**config.mk**
```make
export PLATFORM = sky130hd
export DESIGN_NAME = sgu_top
export DESIGN_NICKNAME = d
export VERILOG_FILES = /design/src/common/sgu_pkg.sv /design/src/rtl/sgu_reset_stretch.sv /design/src/rtl/sgu_top.sv
export VERILOG_INCLUDE_DIRS = /design/src /design/src/common
export SDC_FILE = /design/constraint.sdc
export NUM_CORES = 1
export LEC_CHECK = 0
export BUFFER_PORTS_ARGS = -buffer_cell sky130_fd_sc_hd__buf_2
export CAP_MARGIN = 20
export CORE_ASPECT_RATIO = 1.5
export CORE_MARGIN = 4
export CORE_UTILIZATION = 42
export CTS_BUF_LIST = sky130_fd_sc_hd__clkbuf_2 sky130_fd_sc_hd__clkbuf_4 sky130_fd_sc_hd__clkbuf_8
export CTS_CLUSTER_DIAMETER = 200
export DETAILED_ROUTE_END_ITERATION = 8
export PLACE_DENSITY = 0.72
export SLEW_MARGIN = 10
export SYNTH_ARGS = -nofsm -noshare
export SYNTH_HDL_FRONTEND = slang
export SYNTH_SLANG_ARGS = --single-unit
```
**constraint.sdc**
```tcl
create_clock -name clk_sys_i -period 4.08 [get_ports clk_sys_i]
set_input_delay 0.816 -clock clk_sys_i [delete_from_list [all_inputs] [get_ports clk_sys_i]]
set_output_delay 0.816 -clock clk_sys_i [all_outputs]
set_load 0.1 [all_outputs]
```
**src/common/sgu_map.svh**
```systemverilog
`ifndef SGU_MAP_SVH
`define SGU_MAP_SVH

// Register bus geometry
`define SGU_AW 4
`define SGU_DW 16

// Register indices on the plain register port
`define SGU_A_CTRL 4'h0
`define SGU_A_CAUSE 4'h1
`define SGU_A_SCR0 4'h2
`define SGU_A_SCR1 4'h3
`define SGU_A_SCR2 4'h4
`define SGU_A_SCR3 4'h5
`define SGU_A_IDH 4'h6
`define SGU_A_IDL 4'h7
`define SGU_A_PUD 4'h8
`define SGU_A_CKO 4'ha
`define SGU_A_GPS 4'hb
`define SGU_A_PCE 4'hc
`define SGU_A_ISH 4'hd
`define SGU_A_ISL 4'he
`define SGU_A_POPT 4'hf

// system_control fields
`define SGU_C_WDIS 0
`define SGU_C_SDIS 2
`define SGU_C_SWRST 4
`define SGU_C_DBGCLK 5

// reset_cause_status fields and values
`define SGU_R_POR 2
`define SGU_R_PIN_RESET_FLAG 3
`define SGU_R_WATCHDOG_RESET_FLAG 4
`define SGU_R_SWR 5
`define SGU_CAUSE_MASK 16'h003c
`define SGU_CAUSE_POR_VAL 16'h0004

// Writable masks, read-as-one fields, the Stop-mode CAN clock mask and the clock enable reset value
`define SGU_PUD_MASK 16'h7fa8
`define SGU_CKO_MASK 16'h03ff
`define SGU_GPS_MASK 16'h000f
`define SGU_ISH_RO 16'hfffc
`define SGU_PCE_CAN_MASK 16'h1000
`define SGU_PCE_RST 16'h0000

// power_option fields
`define SGU_PO_W 5
`define SGU_PO_WAIT_WD 0
`define SGU_PO_WAIT_PWM 1
`define SGU_PO_STOP_WD 2
`define SGU_PO_STOP_CAN 3
`define SGU_PO_DBG_PWM 4

// Core mode register
`define SGU_OMR_MA 0
`define SGU_OMR_WMASK 16'h81fb
`define SGU_OMR_RST 16'h0000
`define SGU_BOOT_SECURE 2'h0
`define SGU_CORE_EXC_EN 8'hff

// Reset extension counts in clock cycles
`define SGU_PHASE_CYC 32
`define SGU_EXT_CYC (3 * `SGU_PHASE_CYC)
`define SGU_POR_CYC (1 << 21)
`define SGU_RCNT_W 22

`endif

```
**src/common/sgu_pkg.sv**
```systemverilog
package sgu_pkg;

  // Power modes of the device
  typedef enum logic [1:0] {
    MODE_RUN = 2'b00,
    MODE_WAIT = 2'b01,
    MODE_STOP = 2'b10,
    MODE_DEBUG = 2'b11
  } sgu_mode_t;

  // Clock enables and mode-dependent forcing
  typedef struct packed {
    logic core;
    logic mem;
    logic [15:0] periph;
    logic wdog;
    logic pwm_off;
  } sgu_clk_t;

  // Phased reset outputs, active low resets
  typedef struct packed {
    logic clk_run;
    logic mem_n;
    logic sys_n;
  } sgu_rst_t;

  // Pin and address configuration registers
  typedef struct packed {
    logic [15:0] pud;
    logic [15:0] cko;
    logic [15:0] gps;
    logic [1:0] ish;
    logic [15:0] isl;
  } sgu_cfg_t;

endpackage

```
**src/rtl/sgu_reset_stretch.sv**
```systemverilog
`timescale 1ns/1ps
`include "sgu_map.svh"

module sgu_reset_stretch #(
  parameter int POR_CYC = `SGU_POR_CYC,
  parameter int CW = `SGU_RCNT_W
) (
  input logic clk_sys_i,
  input logic resetn_i,
  input logic trig_i,
  output sgu_pkg::sgu_rst_t rst_o
);

  logic [CW-1:0] remain;

  // Load on power-on or another source, then count down to release
  always_ff @(posedge clk_sys_i) begin
    if (!resetn_i) begin
      remain <= CW'(POR_CYC);
    end else if (trig_i) begin
      remain <= CW'(`SGU_EXT_CYC);
    end else if (remain != '0) begin
      remain <= remain - 1'b1;
    end
  end

  // Clocks restart first, memories next, core and peripherals last
  assign rst_o.clk_run = remain <= CW'(2 * `SGU_PHASE_CYC);
  assign rst_o.mem_n = remain <= CW'(`SGU_PHASE_CYC);
  assign rst_o.sys_n = (remain == '0);
endmodule

```
**src/rtl/sgu_top.sv**
```systemverilog
`timescale 1ns/1ps
`include "sgu_map.svh"

module sgu_top #(
  parameter int POR_CYC = `SGU_POR_CYC,
  parameter logic [15:0] ID_HI = 16'h0a5c, // Arbitrary identity value
  parameter logic [15:0] ID_LO = 16'h3e71 // Arbitrary identity value
) (
  input logic clk_sys_i,
  input logic resetn_i,
  input logic [`SGU_AW-1:0] reg_addr_i,
  input logic [`SGU_DW-1:0] reg_wdata_i,
  input logic reg_wr_i,
  input logic reg_rd_i,
  output logic [`SGU_DW-1:0] reg_rdata_o,
  input logic pin_resetn_i,
  input logic wdog_reset_i,
  input logic omr_wr_i,
  input logic [15:0] omr_wdata_i,
  output logic [15:0] omr_o,
  input logic [1:0] boot_strap_i,
  input logic flash_secure_i,
  input logic ext_bus_mode_i,
  input logic core_wait_i,
  input logic core_stop_i,
  input logic debug_req_i,
  input logic irq_wake_i,
  input logic can_wake_i,
  output sgu_pkg::sgu_mode_t mode_o,
  output sgu_pkg::sgu_clk_t clk_gate_o,
  output sgu_pkg::sgu_rst_t rst_o,
  output sgu_pkg::sgu_cfg_t cfg_o,
  output logic debug_clock_always_on_o,
  output logic flash_block_o,
  output logic intc_dflt_o,
  output logic [7:0] core_exc_en_o
);

  // Inhibit field decode: any non-zero code blocks the instruction
  function automatic logic inhibit(input logic [1:0] f);
    return f != 2'b00;
  endfunction

  // Codes 10 and 11 freeze the field until the next reset
  function automatic logic locked(input logic [1:0] f);
    return f[1];
  endfunction

  sgu_pkg::sgu_rst_t rst;
  sgu_pkg::sgu_mode_t mode;
  sgu_pkg::sgu_mode_t next_mode;
  logic [1:0] wdis;
  logic [1:0] sdis;
  logic dbg_clk;
  logic software_reset_trigger;
  logic trig;
  logic [15:0] cause;
  logic [15:0] next_cause;
  logic [15:0] scratch [4];
  logic [1:0] scr_idx;
  logic scr_hit;
  logic [15:0] pce;
  logic [`SGU_PO_W-1:0] popt;
  logic [15:0] rd_val;
  logic [1:0] boot_val;
  logic wr_ctrl;
  logic wr_cause;
  logic run_like;
  logic wdog_on;
  logic pwm_off;
  logic [15:0] stop_keep;

  // Address decode of the register port
  assign wr_ctrl = reg_wr_i && reg_addr_i == `SGU_A_CTRL;
  assign wr_cause = reg_wr_i && reg_addr_i == `SGU_A_CAUSE;
  assign scr_hit = reg_addr_i >= `SGU_A_SCR0
    && reg_addr_i <= `SGU_A_SCR3;
  assign scr_idx = 2'(reg_addr_i - `SGU_A_SCR0);

  // Every source other than power-on retriggers the short extension
  assign trig = !pin_resetn_i || wdog_reset_i || software_reset_trigger;

  sgu_reset_stretch #(
    .POR_CYC(POR_CYC),
    .CW(`SGU_RCNT_W)
  ) u_stretch (
    .clk_sys_i(clk_sys_i),
    .resetn_i(resetn_i),
    .trig_i(trig),
    .rst_o(rst)
  );

  // Core and peripherals share the extended reset
  assign rst_o = rst;

  // Interrupt controller held in defaults while reset is extended
  assign intc_dflt_o = !rst.sys_n;
  assign core_exc_en_o = `SGU_CORE_EXC_EN;

  // Software reset trigger, a one-cycle pulse that never reads back
  always_ff @(posedge clk_sys_i) begin
    if (!resetn_i) begin
      software_reset_trigger <= 1'b0;
    end else begin
      software_reset_trigger <= wr_ctrl && reg_wdata_i[`SGU_C_SWRST];
    end
  end

  // Control register; locked inhibit fields ignore writes
  always_ff @(posedge clk_sys_i) begin
    if (!rst.sys_n) begin
      wdis <= 2'b00;
      sdis <= 2'b00;
      dbg_clk <= 1'b0;
    end else if (wr_ctrl) begin
      if (!locked(wdis)) begin
        wdis <= reg_wdata_i[`SGU_C_WDIS +: 2];
      end
      if (!locked(sdis)) begin
        sdis <= reg_wdata_i[`SGU_C_SDIS +: 2];
      end
      dbg_clk <= reg_wdata_i[`SGU_C_DBGCLK];
    end
  end

  assign debug_clock_always_on_o = dbg_clk;

  // Cause flags: a write of zero sets, one clears; events win
  always_comb begin
    next_cause = cause;
    if (wr_cause) begin
      next_cause = ~reg_wdata_i & `SGU_CAUSE_MASK;
    end
    if (!pin_resetn_i) begin
      next_cause[`SGU_R_PIN_RESET_FLAG] = 1'b1;
    end
    if (wdog_reset_i) begin
      next_cause[`SGU_R_WATCHDOG_RESET_FLAG] = 1'b1;
    end
    if (software_reset_trigger) begin
      next_cause[`SGU_R_SWR] = 1'b1;
    end
  end

  // Only power-on reinitialises the cause flags
  always_ff @(posedge clk_sys_i) begin
    if (!resetn_i) begin
      cause <= `SGU_CAUSE_POR_VAL;
    end else begin
      cause <= next_cause;
    end
  end

  // Scratch words survive every reset but power-on
  always_ff @(posedge clk_sys_i) begin
    if (!resetn_i) begin
      for (int i = 0; i < 4; i++) begin
        scratch[i] <= 16'h0000;
      end
    end else if (reg_wr_i && scr_hit) begin
      scratch[scr_idx] <= reg_wdata_i;
    end
  end

  // Peripheral clock enables, all gated after reset
  always_ff @(posedge clk_sys_i) begin
    if (!rst.sys_n) begin
      pce <= `SGU_PCE_RST;
    end else if (reg_wr_i && reg_addr_i == `SGU_A_PCE) begin
      pce <= reg_wdata_i;
    end
  end

  // Low-power and debug options
  always_ff @(posedge clk_sys_i) begin
    if (!rst.sys_n) begin
      popt <= '0;
    end else if (reg_wr_i && reg_addr_i == `SGU_A_POPT) begin
      popt <= reg_wdata_i[`SGU_PO_W-1:0];
    end
  end

  // Pin and address configuration registers
  always_ff @(posedge clk_sys_i) begin
    if (!rst.sys_n) begin
      cfg_o <= '0;
    end else if (reg_wr_i) begin
      unique case (reg_addr_i)
        `SGU_A_PUD: cfg_o.pud <= reg_wdata_i & `SGU_PUD_MASK;
        `SGU_A_CKO: cfg_o.cko <= reg_wdata_i & `SGU_CKO_MASK;
        `SGU_A_GPS: cfg_o.gps <= reg_wdata_i & `SGU_GPS_MASK;
        `SGU_A_ISH: cfg_o.ish <= reg_wdata_i[1:0];
        `SGU_A_ISL: cfg_o.isl <= reg_wdata_i;
        default: cfg_o <= cfg_o;
      endcase
    end
  end

  // Boot bits reload from the flash security state or the straps
  assign boot_val = flash_secure_i ? `SGU_BOOT_SECURE : boot_strap_i;

  // Core mode register; watchdog and software resets keep the boot bit
  always_ff @(posedge clk_sys_i) begin
    if (!resetn_i || !pin_resetn_i) begin
      omr_o <= `SGU_OMR_RST | {14'h0000, boot_val};
    end else if (wdog_reset_i || software_reset_trigger) begin
      omr_o <= `SGU_OMR_RST
        | {14'h0000, boot_val[1], omr_o[`SGU_OMR_MA]};
    end else if (omr_wr_i) begin
      omr_o <= omr_wdata_i & `SGU_OMR_WMASK;
    end
  end

  // Mode sequencing; the PLL is left to software before Stop
  always_comb begin
    next_mode = mode;
    unique case (mode)
      sgu_pkg::MODE_RUN: begin
        if (debug_req_i) begin
          next_mode = sgu_pkg::MODE_DEBUG;
        end else if (core_stop_i && !inhibit(sdis)) begin
          next_mode = sgu_pkg::MODE_STOP;
        end else if (core_wait_i && !inhibit(wdis)) begin
          next_mode = sgu_pkg::MODE_WAIT;
        end
      end
      sgu_pkg::MODE_WAIT: begin
        if (debug_req_i) begin
          next_mode = sgu_pkg::MODE_DEBUG;
        end else if (irq_wake_i) begin
          next_mode = sgu_pkg::MODE_RUN;
        end
      end
      sgu_pkg::MODE_STOP: begin
        if (irq_wake_i || can_wake_i) begin
          next_mode = sgu_pkg::MODE_RUN;
        end
      end
      sgu_pkg::MODE_DEBUG: begin
        if (!debug_req_i) begin
          next_mode = sgu_pkg::MODE_RUN;
        end
      end
    endcase
  end

  always_ff @(posedge clk_sys_i) begin
    if (!rst.sys_n) begin
      mode <= sgu_pkg::MODE_RUN;
    end else begin
      mode <= next_mode;
    end
  end

  assign mode_o = mode;

  // Per-mode watchdog and PWM treatment
  always_comb begin
    wdog_on = 1'b1;
    pwm_off = 1'b0;
    unique case (mode)
      sgu_pkg::MODE_RUN: begin
        wdog_on = 1'b1;
      end
      sgu_pkg::MODE_WAIT: begin
        wdog_on = !popt[`SGU_PO_WAIT_WD];
        pwm_off = popt[`SGU_PO_WAIT_PWM];
      end
      sgu_pkg::MODE_STOP: begin
        wdog_on = !popt[`SGU_PO_STOP_WD];
      end
      sgu_pkg::MODE_DEBUG: begin
        wdog_on = 1'b0;
        pwm_off = popt[`SGU_PO_DBG_PWM];
      end
    endcase
  end

  assign run_like = mode == sgu_pkg::MODE_RUN
    || mode == sgu_pkg::MODE_DEBUG;
  assign stop_keep = popt[`SGU_PO_STOP_CAN] ? 16'h0000
    : `SGU_PCE_CAN_MASK;

  // Clock gates, all off until the clock phase of the reset tail
  always_ff @(posedge clk_sys_i) begin
    if (!rst.clk_run) begin
      clk_gate_o <= '0;
    end else begin
      clk_gate_o.core <= run_like;
      clk_gate_o.mem <= run_like;
      clk_gate_o.periph <= (mode == sgu_pkg::MODE_STOP)
        ? (pce & stop_keep) : pce;
      clk_gate_o.wdog <= wdog_on;
      clk_gate_o.pwm_off <= pwm_off;
    end
  end

  // Secured flash is fenced off from the debug port
  always_ff @(posedge clk_sys_i) begin
    if (!resetn_i) begin
      flash_block_o <= 1'b1;
    end else begin
      flash_block_o <= flash_secure_i
        && (debug_req_i || mode == sgu_pkg::MODE_DEBUG);
    end
  end

  // Read multiplexer
  always_comb begin
    rd_val = 16'h0000;
    case (reg_addr_i)
      `SGU_A_CTRL: rd_val = {9'h000, ext_bus_mode_i, dbg_clk,
        1'b0, sdis, wdis};
      `SGU_A_CAUSE: rd_val = cause;
      `SGU_A_SCR0, `SGU_A_SCR1, `SGU_A_SCR2, `SGU_A_SCR3:
        rd_val = scratch[scr_idx];
      `SGU_A_IDH: rd_val = ID_HI;
      `SGU_A_IDL: rd_val = ID_LO;
      `SGU_A_PUD: rd_val = cfg_o.pud;
      `SGU_A_CKO: rd_val = cfg_o.cko;
      `SGU_A_GPS: rd_val = cfg_o.gps;
      `SGU_A_PCE: rd_val = pce;
      `SGU_A_ISH: rd_val = `SGU_ISH_RO | {14'h0000, cfg_o.ish};
      `SGU_A_ISL: rd_val = cfg_o.isl;
      `SGU_A_POPT: rd_val = {11'h000, popt};
      default: rd_val = 16'h0000;
    endcase
  end

  // Read data stands only in the cycle after the strobe
  always_ff @(posedge clk_sys_i) begin
    if (!resetn_i) begin
      reg_rdata_o <= 16'h0000;
    end else if (reg_rd_i) begin
      reg_rdata_o <= rd_val;
    end else begin
      reg_rdata_o <= 16'h0000;
    end
  end
endmodule

```
==> summary.md, run 1 <==
| Metric | Value |
|---|---|
| Clk_lat worst skew | `~0.53 ns` |
| Total negative setup slack | `0 ns` |
| Cell Pwr Density | `447 nW/µm²` |
| Mapped cell area | `9240 µm²` |
| CTS tree | `built` |
| DRC | `0` |
| Synthesized netlist cell count | `between 900 and 1k` |
| Metal2 WL | `between 10 and 15 mm` |
| Critical path required time | `3.26 ns` |
| Die X | `approximately 130 µm` |
| Critical Path AT | `2.85 ns` |
| Netlist cell types | `57` |
| Routed vias | `7771` |
| I/O Pins | `186` |
| Final WL | `27.8 mm` |
| Share of cells above drive strength 1 | `22.5%` |
| Die area | `24500 µm²` |
| Largest net degree at the start of global routing | `56` |
| WL met1 | `9.94 mm` |
| HPWL after DPL | `about 20 mm` |
| Hold WC Path Type | `reg -> reg` |
| Startpoint types | `flop` |
| Clk sinks | `approximately 200` |
| Antenna violations before repair | `1` |
| DRT antenna net count | `0` |
| Critical path class | `reg -> out` |
| VDD IR-drop max | `0.290 mV` |
| CTS root buffer | `clkbuf_8` |
| Final hold vios | `0` |
| H-tree levels | `2` |
| Setup repair bufs after CTS | `0` |
| Sequential fraction of the synthesis area | `51.8%` |
| Die Ht | `190 µm` |
| Fmax achieved | `around 270 MHz` |
| Max Slew Vio Count | `0` |
| Outcome | `finished clean` |
| Main synth FF type | `dfxtp_1` |
| Ant. Diodes | `0` |
| Fin util | `49.6%` |
| Starting Density | `about 43%` |
| Number of synthesized flops with an enable pin | `66` |
| Reg clk slew, reported paths | `0.06 ns` |
| Hold_buf cts | `0` |
| WL met3 | `2.63 mm` |
| Cell leakage power | `4.30 nW` |
| Syn Area/Cell | `about 9.6 µm²` |
| Row count | `66` |
| Crit path capture type | `primary output` |
| RSZ-0062 raised after global routing | `false` |
| # resized after CTS | `0` |
| Max Used Layer | `met5` |
| Slew @ Worst Pin | `a little under 0.9 ns` |
| Placer congestion estimate | `between 0.8 and 0.9` |
| Post-synthesis register bit count | `between 200 and 250` |
| Total gr overflow | `0` |
| First-pass GRT wire length | `42.0 mm` |
| Ys async rst share | `0%` |
| # setup viols final | `0` |
| Tcrit/Tclk final | `89.8%` |
| 1st-iter DRT viols | `approximately 770` |
| Vias/cell | `5.55` |
| Nets | `1164` |
| Wirelength per Cell | `19.9 µm` |
| Clock Skews | `0.0269 ns` |
| Clock Tree Buf Depth | `3` |
| GRT Util Overall | `approximately 22%` |
| Slew HR | `41.5%` |
| Tmin final | `3.66 ns` |
| Buffers on Ports | `139` |
| Cts bufs inserted | `34` |
| Vias in the first global route | `7455` |
| Synth warn | `0` |
| 1st-pass router iterations | `5` |
| Core ar. | `around 22000 µm²` |
| Max-cap viol count | `0` |
| CP max FO | `9` |
| Area grow syn2layout | `16.2%` |
==> worst max-delay path, stage by stage, from the launching register on <==
cell     delay (ns)
dfxtp_1        0.40
or4_4          0.59
nor3_2         0.38
nand2_1        0.21
and2_1         0.26
inv_1          0.07
buf_2          0.41
==> through the flow <==
step           cells  hold WS (ns)  instance area, µm²  setup slack, ns  total power [W]
2_1_floorplan   1004         0.420                9380            0.346          0.00288
3_3_place_gp    1341         0.454               10100            0.947          0.00301
3_5_place_dp    1341         0.456               10100            0.946          0.00302
4_1_cts         1401         0.464               10700            0.388          0.00484
5_1_grt         1401         0.486               10700            0.238          0.00498
6_report        1401         0.463               10700            0.418          0.00481
==> area by class of cell <==
class	instances	area, µm²
tap	272	340
clock inverter	7	46.3
multi-input combinational	680	3970
clock buffer	53	642
inverter	17	63.8
sequential	206	4780
fill	2055	10900
timing repair buffer	166	898
==> kinds of logic (layout without fill, tap and decap cells) <==
| logic type | Yosys count | in the layout | synth area share (%) |
|---|---|---|---|
| fa+ha+maj | 7 | 7 | 0.948 |
| mux | 35 | 35 | 6.00 |
| buf+inv | 118 | 243 | 6.90 |
| simple gates | 368 | 368 | 19.3 |
| xor+xnor | 10 | 10 | 0.948 |
| other cells | 2 | 39 | 0.0813 |
| compound gates | 221 | 221 | 14.1 |
| flops | 206 | 206 | 51.8 |
==> power by group <==
| group | total, W | internal, W | switching (W) |
|---|---|---|---|
| combinational | 0.000765 | 0.000162 | 0.000603 |
| sequential | 0.00221 | 0.00218 | 0.0000306 |
| clock | 0.00183 | 0.00101 | 0.000823 |
| total | 0.00481 | 0.00335 | 0.00146 |
==> synthesized netlist by cell type (all sizes together) (6+ instances only) <==
cell    count  share of area [%]
dfxtp     140                 30
a21oi     106                5.9
mux4       16                3.9
and3       19                1.3
a22oi      14                1.1
clkbuf     51                2.1
nand2b      6               0.41
nor2       69                2.8
ha          7               0.95
xnor2      10               0.95
a32oi       6               0.57
inv        17               0.69
nand3      16               0.87
nand2     143                5.8
and2       62                4.2
o21ai      51                2.8
edfxtp     66                 21
mux2i      16                1.7
or3        11               0.85
nor3       14               0.81
nor4       11               0.88
buf        50                4.1
==> routing by layer <==
metal	global-route usage, %	vias up
met1	26.2	3631
li1	-	3603
met4	11.1	2
met3	5.51	90
met2	37.3	445
met5	0	-
==> layout by cell type (no fill, tap or decap), drive strengths merged, types with 6 or more instances in the layout <==
cell and count:
buf 166, nand2 143, dfxtp 140, a21oi 106
nor2 69, edfxtp 66, and2 62, clkbuf 53
o21ai 51, conb 39, and3 19, inv 18
mux2i 16, mux4 16, nand3 16, a22oi 14
nor3 14, or3 11, nor4 11, xnor2 10
ha 7, nand2b 6, a32oi 6
==> state kept, by name, indices dropped and copies added (netlist names), 2 cells and up <==
signal and cells:
popt 5, clk_gate_o 19, omr_o 9, wdis 2
sdis 2, reg_rdata_o 16, cause 4, cfg_o 42
mode_o 2, scratch 64, pce 16, u_stretch.remain 22
==> path summary, 6_finish.rpt <==
path	from	endpoint	slack, ns	cells after the start
worst min-delay path	pce[8]$_SDFFE_PP0P_	pce[8]$_SDFFE_PP0P_	0.46	2
worst max-delay path	u_stretch.remain[6]$_SDFFE_PN0P_	rst_o[2]	0.42	6
worst max register to register	u_stretch.remain[0]$_SDFFE_PP0P_	cfg_o[35]$_SDFFE_PP0P_	1.55	8
worst min register to register	pce[8]$_SDFFE_PP0P_	pce[8]$_SDFFE_PP0P_	0.46	2
No activity file was read; power rests on OpenSTA's default activity.
==> inputs of run 2 (changes only) <==
--- a/config.mk
+++ b/config.mk
@@ -8,7 +8,7 @@
 export LEC_CHECK = 0
 export BUFFER_PORTS_ARGS = -buffer_cell sky130_fd_sc_hd__buf_2
 export CAP_MARGIN = 20
-export CORE_ASPECT_RATIO = 1.5
+export CORE_ASPECT_RATIO = 0.5
 export CORE_MARGIN = 4
 export CORE_UTILIZATION = 42
 export CTS_BUF_LIST = sky130_fd_sc_hd__clkbuf_2 sky130_fd_sc_hd__clkbuf_4 sky130_fd_sc_hd__clkbuf_8
==> run 2 against run 1 <==
Register-to-register slack improved by 0.19 ns. Clock power rose by 7%. Non-clock buffer count fell by 2. Via count fell by 1.8%. Worst hold slack improved by 0.013 ns. Clock skew fell by 0.016 ns. Worst setup slack got worse by 0.020 ns. Highest routed layer is now met4.
==> summary.md, run 2 (synthesis gave the netlist of run 1 again) <==
| Metric | Value |
|---|---|
| Setup ws final | `0.397 ns (-0.0205 ns)` |
| Die Ht | `113 µm (-40%)` |
| H-tree levels | `1 (-1)` |
| Critical path required time | `3.26 ns (about the same)` |
| Area grow syn2layout | `16.9%` |
| I/O Pins | `186 (unchanged)` |
| First-pass GRT wire length | `41.2 mm (-1.8%)` |
| # setup viols final | `0 (unchanged)` |
| Clk_lat worst skew | `0.55 ns (+0.02 ns)` |
| DRC | `0 (unchanged)` |
| Clock Tree Buf Depth | `3 (unchanged)` |
| Most frequent cells in the layout | `nand2_1, dfxtp_1, buf_2` |
| 1st-iter DRT viols | `738 (-4.4%)` |
| RSZ-0062 raised after global routing | `false` |
| Wirelength per Cell | `18.6 µm (-6.4%)` |
| Commonest non-fill, non-tap cell in the layout | `nand2_1` |
| Total negative setup slack | `0 ns (unchanged)` |
| Crit path cell chain | `or3_4 -> or3_1 -> or3_4 -> and2_1 -> inv_1 -> buf_2` |
| Routed vias | `7628 (-1.8%)` |
| Largest registers | `scratch (64), cfg_o (42), u_stretch.remain (22)` |
| Vias in the first global route | `7375 (-1.1%)` |
| Worst Setup SP | `u_stretch.remain[13]$_SDFFE_PP0P_` |
| # resized after CTS | `0 (unchanged)` |
| Outcome | `finished clean` |
| Crit path capture type | `primary output` |
| VDD IR-drop max | `0.399 mV (+37%)` |
| Hold WC Path Type | `reg -> reg` |
| 1st-pass router iterations | `6 (+1)` |
| Hold_buf cts | `0 (unchanged)` |
| CP most frequent cell | `or3_4` |
| CP Buf/Inv Count | `2 (unchanged)` |
| Total gr overflow | `0 (unchanged)` |
| CP max FO | `6 (-3)` |
| Tcrit/Tclk final | `90.3% (+0.50 points)` |
| Clk sinks | `206 (unchanged)` |
| Fmax achieved | `272 MHz (-0.56%)` |
| Row count | `38 (-42%)` |
| Largest net degree at the start of global routing | `75 (+34%)` |
| Buffers on Ports | `139 (unchanged)` |
| Fin util | `49.9% (+0.30 points)` |
| Core ar. | `21600 µm² (about the same)` |
| Antenna violations before repair | `0 (-1)` |
| Number of fill cells | `1983 (-3.5%)` |
| Die X | `218 µm (+69%)` |
| Reg clk slew, reported paths | `0.07 ns (about the same)` |
| Max Slew Vio Count | `0 (unchanged)` |
| Die area | `24600 µm² (+0.39%)` |
| DRT antenna net count | `0 (unchanged)` |
| Ant. Diodes | `0 (unchanged)` |
| Share of cells above drive strength 1 | `22.2% (-0.33 points)` |
| Final hold vios | `0 (unchanged)` |
| Starting Density | `42.7% (about the same)` |
| Most flop-heavy register | `scratch` |
| HPWL after DPL | `18.7 mm (-4.3%)` |
| CP max stage cell | `or3_1` |
| Max-cap viol count | `0 (unchanged)` |
| Max incr delay on CP | `0.42 ns (-0.17 ns)` |
| Critical path class | `reg -> out` |
| Placer congestion estimate | `0.918 (+7.3%)` |
| Max reg flops | `64 (unchanged)` |
| Vias/cell | `5.36 (-3.4%)` |
| GRT Util Overall | `20.9% (-1.3 points)` |
| Setup repair bufs after CTS | `0 (unchanged)` |
| CTS root buffer | `clkbuf_8` |
| Slew @ Worst Pin | `0.782 ns (-0.0889 ns)` |
| R2r startpoint | `u_stretch.remain[20]$_SDFFE_PP0P_` |
| Clock Skews | `0.0108 ns (-0.0161 ns)` |
| CTS tree | `built` |
| Tmin final | `3.68 ns (+0.0205 ns)` |
| Nets | `1158 (-0.52%)` |
| Cell leakage power | `4.32 nW (+0.41%)` |
| Pre-CTS WS | `0.968 ns (+0.0220 ns)` |
| Startpoint types | `flop` |
| Slew HR | `47.6% (+6.2 points)` |
| Critical Path AT | `2.87 ns (+0.02 ns)` |
| Crit-path leading delay family | `simple AND/OR/NAND/NOR gates` |
| Hold wc startpoint | `pce[9]$_SDFFE_PP0P_` |
| Cts bufs inserted | `30 (-12%)` |
| Cell Pwr Density | `457 nW/µm² (+2.1%)` |
| Final WL | `26.5 mm (-4.9%)` |
run 2: layout make-up:
type | count | area (µm²) | area share, %
clock buffers | 48 | 592 | 5.48
clock inverters | 8 | 140 | 1.30
inverters | 17 | 63.8 | 0.591
multi-input cells | 680 | 3970 | 36.7
flip-flops and latches | 206 | 4780 | 44.3
well taps | 300 | 375 | 3.47
repair buffers | 164 | 883 | 8.18
run 2: path summary, 6_finish.rpt:
kind / endpoint / slack [ns] / depth (start not counted)
hold reg to reg: pce[9]$_SDFFE_PP0P_ / 0.48 / 2
setup / recovery: rst_o[2] / 0.40 / 6
hold / removal: pce[9]$_SDFFE_PP0P_ / 0.48 / 2
setup reg to reg: u_stretch.remain[0]$_SDFFE_PP0P_ / 1.74 / 6
run 2: per-stage QoR:
stage / instances / hold slack, ns / cell area, µm² / power [W]
after floorplan: 1004 / 0.420 / 9380 / 0.00288
after global placement: 1366 / 0.453 / 10100 / 0.00300
after detailed placement: 1366 / 0.461 / 10100 / 0.00301
after CTS: 1422 / 0.476 / 10800 / 0.00496
after global routing: 1423 / 0.488 / 10800 / 0.00511
final: 1423 / 0.476 / 10800 / 0.00494
run 2: routing by layer:
metal	global-route usage, %	part of all wire, %	up-vias
met3	4.64	7.9	39
li1	-	-	3592
met1	28.4	43	3695
met4	5.17	1.9	0
met2	34.5	47	302
met5	0	0	-
run 2: tightest hold or removal path, delay by kind of cell, from the launching register on:
family,cells,cell delay (ns)
AOI/OAI and AO/OA,1,0.05
DFF,1,0.32
and+or+nand+nor,1,0.06
run 2: power breakdown:
group          internal (W)  switching [W]  leakage (nW)
sequential          0.00218      0.0000317          1.77
combinational      0.000162       0.000603          2.16
clock               0.00117       0.000787         0.389
total               0.00351        0.00142          4.32
==> inputs of run 3 (changes only) <==
==> constraint.sdc (replaced) <==
create_clock -name clk_sys_i -period 4.43 [get_ports clk_sys_i]
set_input_delay 0.886 -clock clk_sys_i [delete_from_list [all_inputs] [get_ports clk_sys_i]]
set_output_delay 0.886 -clock clk_sys_i [all_outputs]
set_load 0.1 [all_outputs]
==> run 3 against run 2 <==
Die area is the same. Sequential power shrank 8%. Clock-buffer cell count up 3. Worst setup slack gained 0.27 ns. Sequential cell count did not move. Cell area fell by 1.0%. Global-route usage rose by 0.063 points. Via count up 0.16%. Final cell count decreased by 0.35%.
==> summary.md, run 3 (synthesis gave the netlist of run 1 again) <==
| Metric | Value |
|---|---|
| H-tree levels | `1 (unchanged)` |
| Worst R2R End | `u_stretch.remain[0]$_SDFFE_PP0P_` |
| Most frequent cells in the layout | `nand2_1, dfxtp_1, buf_2` |
| Slew @ Worst Pin | `1.03 ns (+0.252 ns)` |
| Final WL | `26.4 mm (-0.34%)` |
| CP Buf/Inv Count | `2 (unchanged)` |
| Die X | `218 µm (unchanged)` |
| CP max stage cell | `or3_4` |
| Hold WC Path Type | `reg -> reg` |
| HPWL after DPL | `18.8 mm (+0.54%)` |
| Critical path required time | `3.54 ns (+0.28 ns)` |
| # resized after CTS | `0 (unchanged)` |
| Fmax achieved | `266 MHz` |
| RSZ-0062 raised after global routing | `false` |
| Met2 global-route usage | `34.8% (+0.31 points)` |
| Cell leakage power | `4.26 nW (-1.4%)` |
| Max-cap viol count | `0 (unchanged)` |
| Cell Pwr Density | `409 nW/µm² (-11%)` |
| Placer congestion estimate | `0.952 (+3.7%)` |
| Area grow syn2layout | `15.7%` |
| Startpoint types | `flop` |
| Nets | `1153 (-0.43%)` |
| Tmin final | `3.77 ns` |
| Clock Skews | `0.0189 ns (+0.00807 ns)` |
| Crit path cell chain | `or3_1 -> or3_1 -> or3_4 -> and2_1 -> inv_1 -> buf_2` |
| Met1 usage | `28.4% (+0.068 points)` |
| Cts bufs inserted | `30 (unchanged)` |
| Largest net degree at the start of global routing | `76 (+1.3%)` |
| Tcrit/Tclk final | `85.0%` |
| Placed cells | `1362 (-0.29%)` |
| Setup repair bufs after CTS | `0 (unchanged)` |
| Total gr overflow | `0 (unchanged)` |
| Clk_lat worst skew | `0.56 ns (about the same)` |
| Max incr delay on CP | `0.42 ns (about the same)` |
| CTS root buffer | `clkbuf_8` |
| Post-Layout Cell Count | `1418 (-0.35%)` |
| I/O Pins | `186 (unchanged)` |
| Routed vias | `7640 (+0.16%)` |
| Clock Tree Buf Depth | `3 (unchanged)` |
| Crit-path leading delay family | `simple AND/OR/NAND/NOR gates` |
| DRT antenna net count | `0 (unchanged)` |
| GRT Util Overall | `21.0% (+0.063 points)` |
| Total negative setup slack | `0 ns (unchanged)` |
| Hold Slack | `0.471 ns (-0.00499 ns)` |
| Vias in the first global route | `7519 (+2.0%)` |
| Wirelength per Cell | `18.6 µm (about the same)` |
| Internal power | `0.00308 W (-12%)` |
| CP max FO | `5 (-1)` |
| Global route hottest layer | `met2` |
| Reg clk slew, reported paths | `0.06 ns (about the same)` |
| # setup viols final | `0 (unchanged)` |
| Buffers on Ports | `139 (unchanged)` |
| CTS tree | `built` |
| 1st-iter DRT viols | `733 (-0.68%)` |
| Vias/cell | `5.39 (+0.51%)` |
| Switching Share | `29.5% (+0.75 points)` |
| Commonest non-fill, non-tap cell in the layout | `nand2_1` |
| Max reg flops | `64 (unchanged)` |
| Hold wc startpoint | `pce[6]$_SDFFE_PP0P_` |
| Row count | `38 (unchanged)` |
| Die Ht | `113 µm (unchanged)` |
| Die area | `24600 µm² (unchanged)` |
| 1st-pass router iterations | `6 (unchanged)` |
| Fin util | `49.4% (-0.51 points)` |
| Hold_buf cts | `0 (unchanged)` |
| R2r startpoint | `u_stretch.remain[18]$_SDFFE_PP0P_` |
| DRC | `0 (unchanged)` |
| Outcome | `finished clean` |
| Share of cells above drive strength 1 | `21.6% (-0.60 points)` |
| Core ar. | `21600 µm² (unchanged)` |
| Net switching power figure | `0.00129 W (-9.1%)` |
| CP most frequent cell | `or3_1` |
| Clock Power Share | `37.3% (-2.4 points)` |
| Critical path class | `reg -> out` |
| Crit path capture type | `primary output` |
| Setup slack, reg-to-reg | `2.07 ns (+0.33 ns)` |
| First-pass GRT wire length | `41.2 mm (-0.18%)` |
| Final hold vios | `0 (unchanged)` |
| Largest registers | `scratch (64), cfg_o (42), u_stretch.remain (22)` |
| GRT met3 Usage | `3.62% (-1.0 points)` |
| Critical Path AT | `2.88 ns (about the same)` |
| Max Slew Vio Count | `0 (unchanged)` |
| VDD IR-drop max | `0.333 mV (-16%)` |
| FF-to-FF path depth | `6 (unchanged)` |
| Worst hold path stage count | `2 (unchanged)` |
| Slew HR | `30.9% (-17 points)` |
| Most flop-heavy register | `scratch` |
| Comb power frac | `16.1% (+0.6 points)` |
| Seq pwr share | `46.6% (+1.8 points)` |
| Clk sinks | `206 (unchanged)` |
| Antenna violations before repair | `1 (+1)` |
| Min-Delay Endpoint | `pce[6]$_SDFFE_PP0P_` |
| Starting Density | `42.7% (unchanged)` |
[run 3: changes by cell type in the layout (fill, tap and decap cells not counted)]
| cell | before | now |
|---|---|---|
| nor2_2 | 1 | 0 |
| clkinv_2 | 4 | 2 |
| clkbuf_4 | 11 | 14 |
| clkinv_1 | 0 | 1 |
| bufinv_16 | 4 | 1 |
| nor2_1 | 68 | 69 |
| buf_4 | 25 | 20 |
| diode_2 | 0 | 1 |
[run 3: how the worst max path moves through the flow]
stage                                            startpoint           to  slack [ns]  depth (start not counted)
after floorplan            u_stretch.remain[6]$_SDFFE_PN0P_     rst_o[1]        0.63                          5
after global placement    u_stretch.remain[13]$_SDFFE_PP0P_     rst_o[2]        1.23                          6
after detailed placement  u_stretch.remain[13]$_SDFFE_PP0P_     rst_o[2]        1.23                          6
after CTS                 u_stretch.remain[18]$_SDFFE_PP0P_     rst_o[2]        0.64                          6
after global routing       u_stretch.remain[0]$_SDFFE_PP0P_  intc_dflt_o        0.48                          7
final                     u_stretch.remain[18]$_SDFFE_PP0P_     rst_o[2]        0.66                          6
[run 3: power groups by stage]
| stage | logic [W] | registers, W | clock network, W |
|---|---|---|---|
| 2_1_floorplan | 0.000482 | 0.00217 | 0 |
| 3_5_place_dp | 0.000695 | 0.00208 | 0 |
| 4_1_cts | 0.000698 | 0.00204 | 0.00165 |
| 6_report | 0.000704 | 0.00204 | 0.00163 |
| 3_3_place_gp | 0.000689 | 0.00207 | 0 |
| 5_1_grt | 0.000743 | 0.00204 | 0.00175 |
[run 3: through the flow]
stage	instance area (µm²)	power, W	setup WS, ns
after floorplan	9380	0.00266	0.626
after global placement	10000	0.00276	1.23
after detailed placement	10000	0.00277	1.23
after CTS	10700	0.00439	0.638
after global routing	10700	0.00453	0.478
final	10700	0.00437	0.664
[run 3: cell type report]
class	instances	area, µm²
well taps	300	375
clock inverters	4	43.8
repair buffers	159	846
inverters	17	63.8
clock buffers	51	614
flip-flops and latches	206	4780
multi-input cells	680	3960
diodes	1	2.50
fillers	2001	10900
[run 3: tightest hold or removal path, delay by kind of cell (launching register included)]
kind,cells,cell delay (ns)
compound gates,1,0.05
flops,1,0.32
simple gates,1,0.05
[run 3: routing by layer]
| layer | up-vias | wire (µm) |
|---|---|---|
| li1 | 3589 | - |
| met1 | 3660 | 11100 |
| met2 | 334 | 12400 |
| met3 | 57 | 2170 |
| met4 | 0 | 681 |
| met5 | - | 0 |
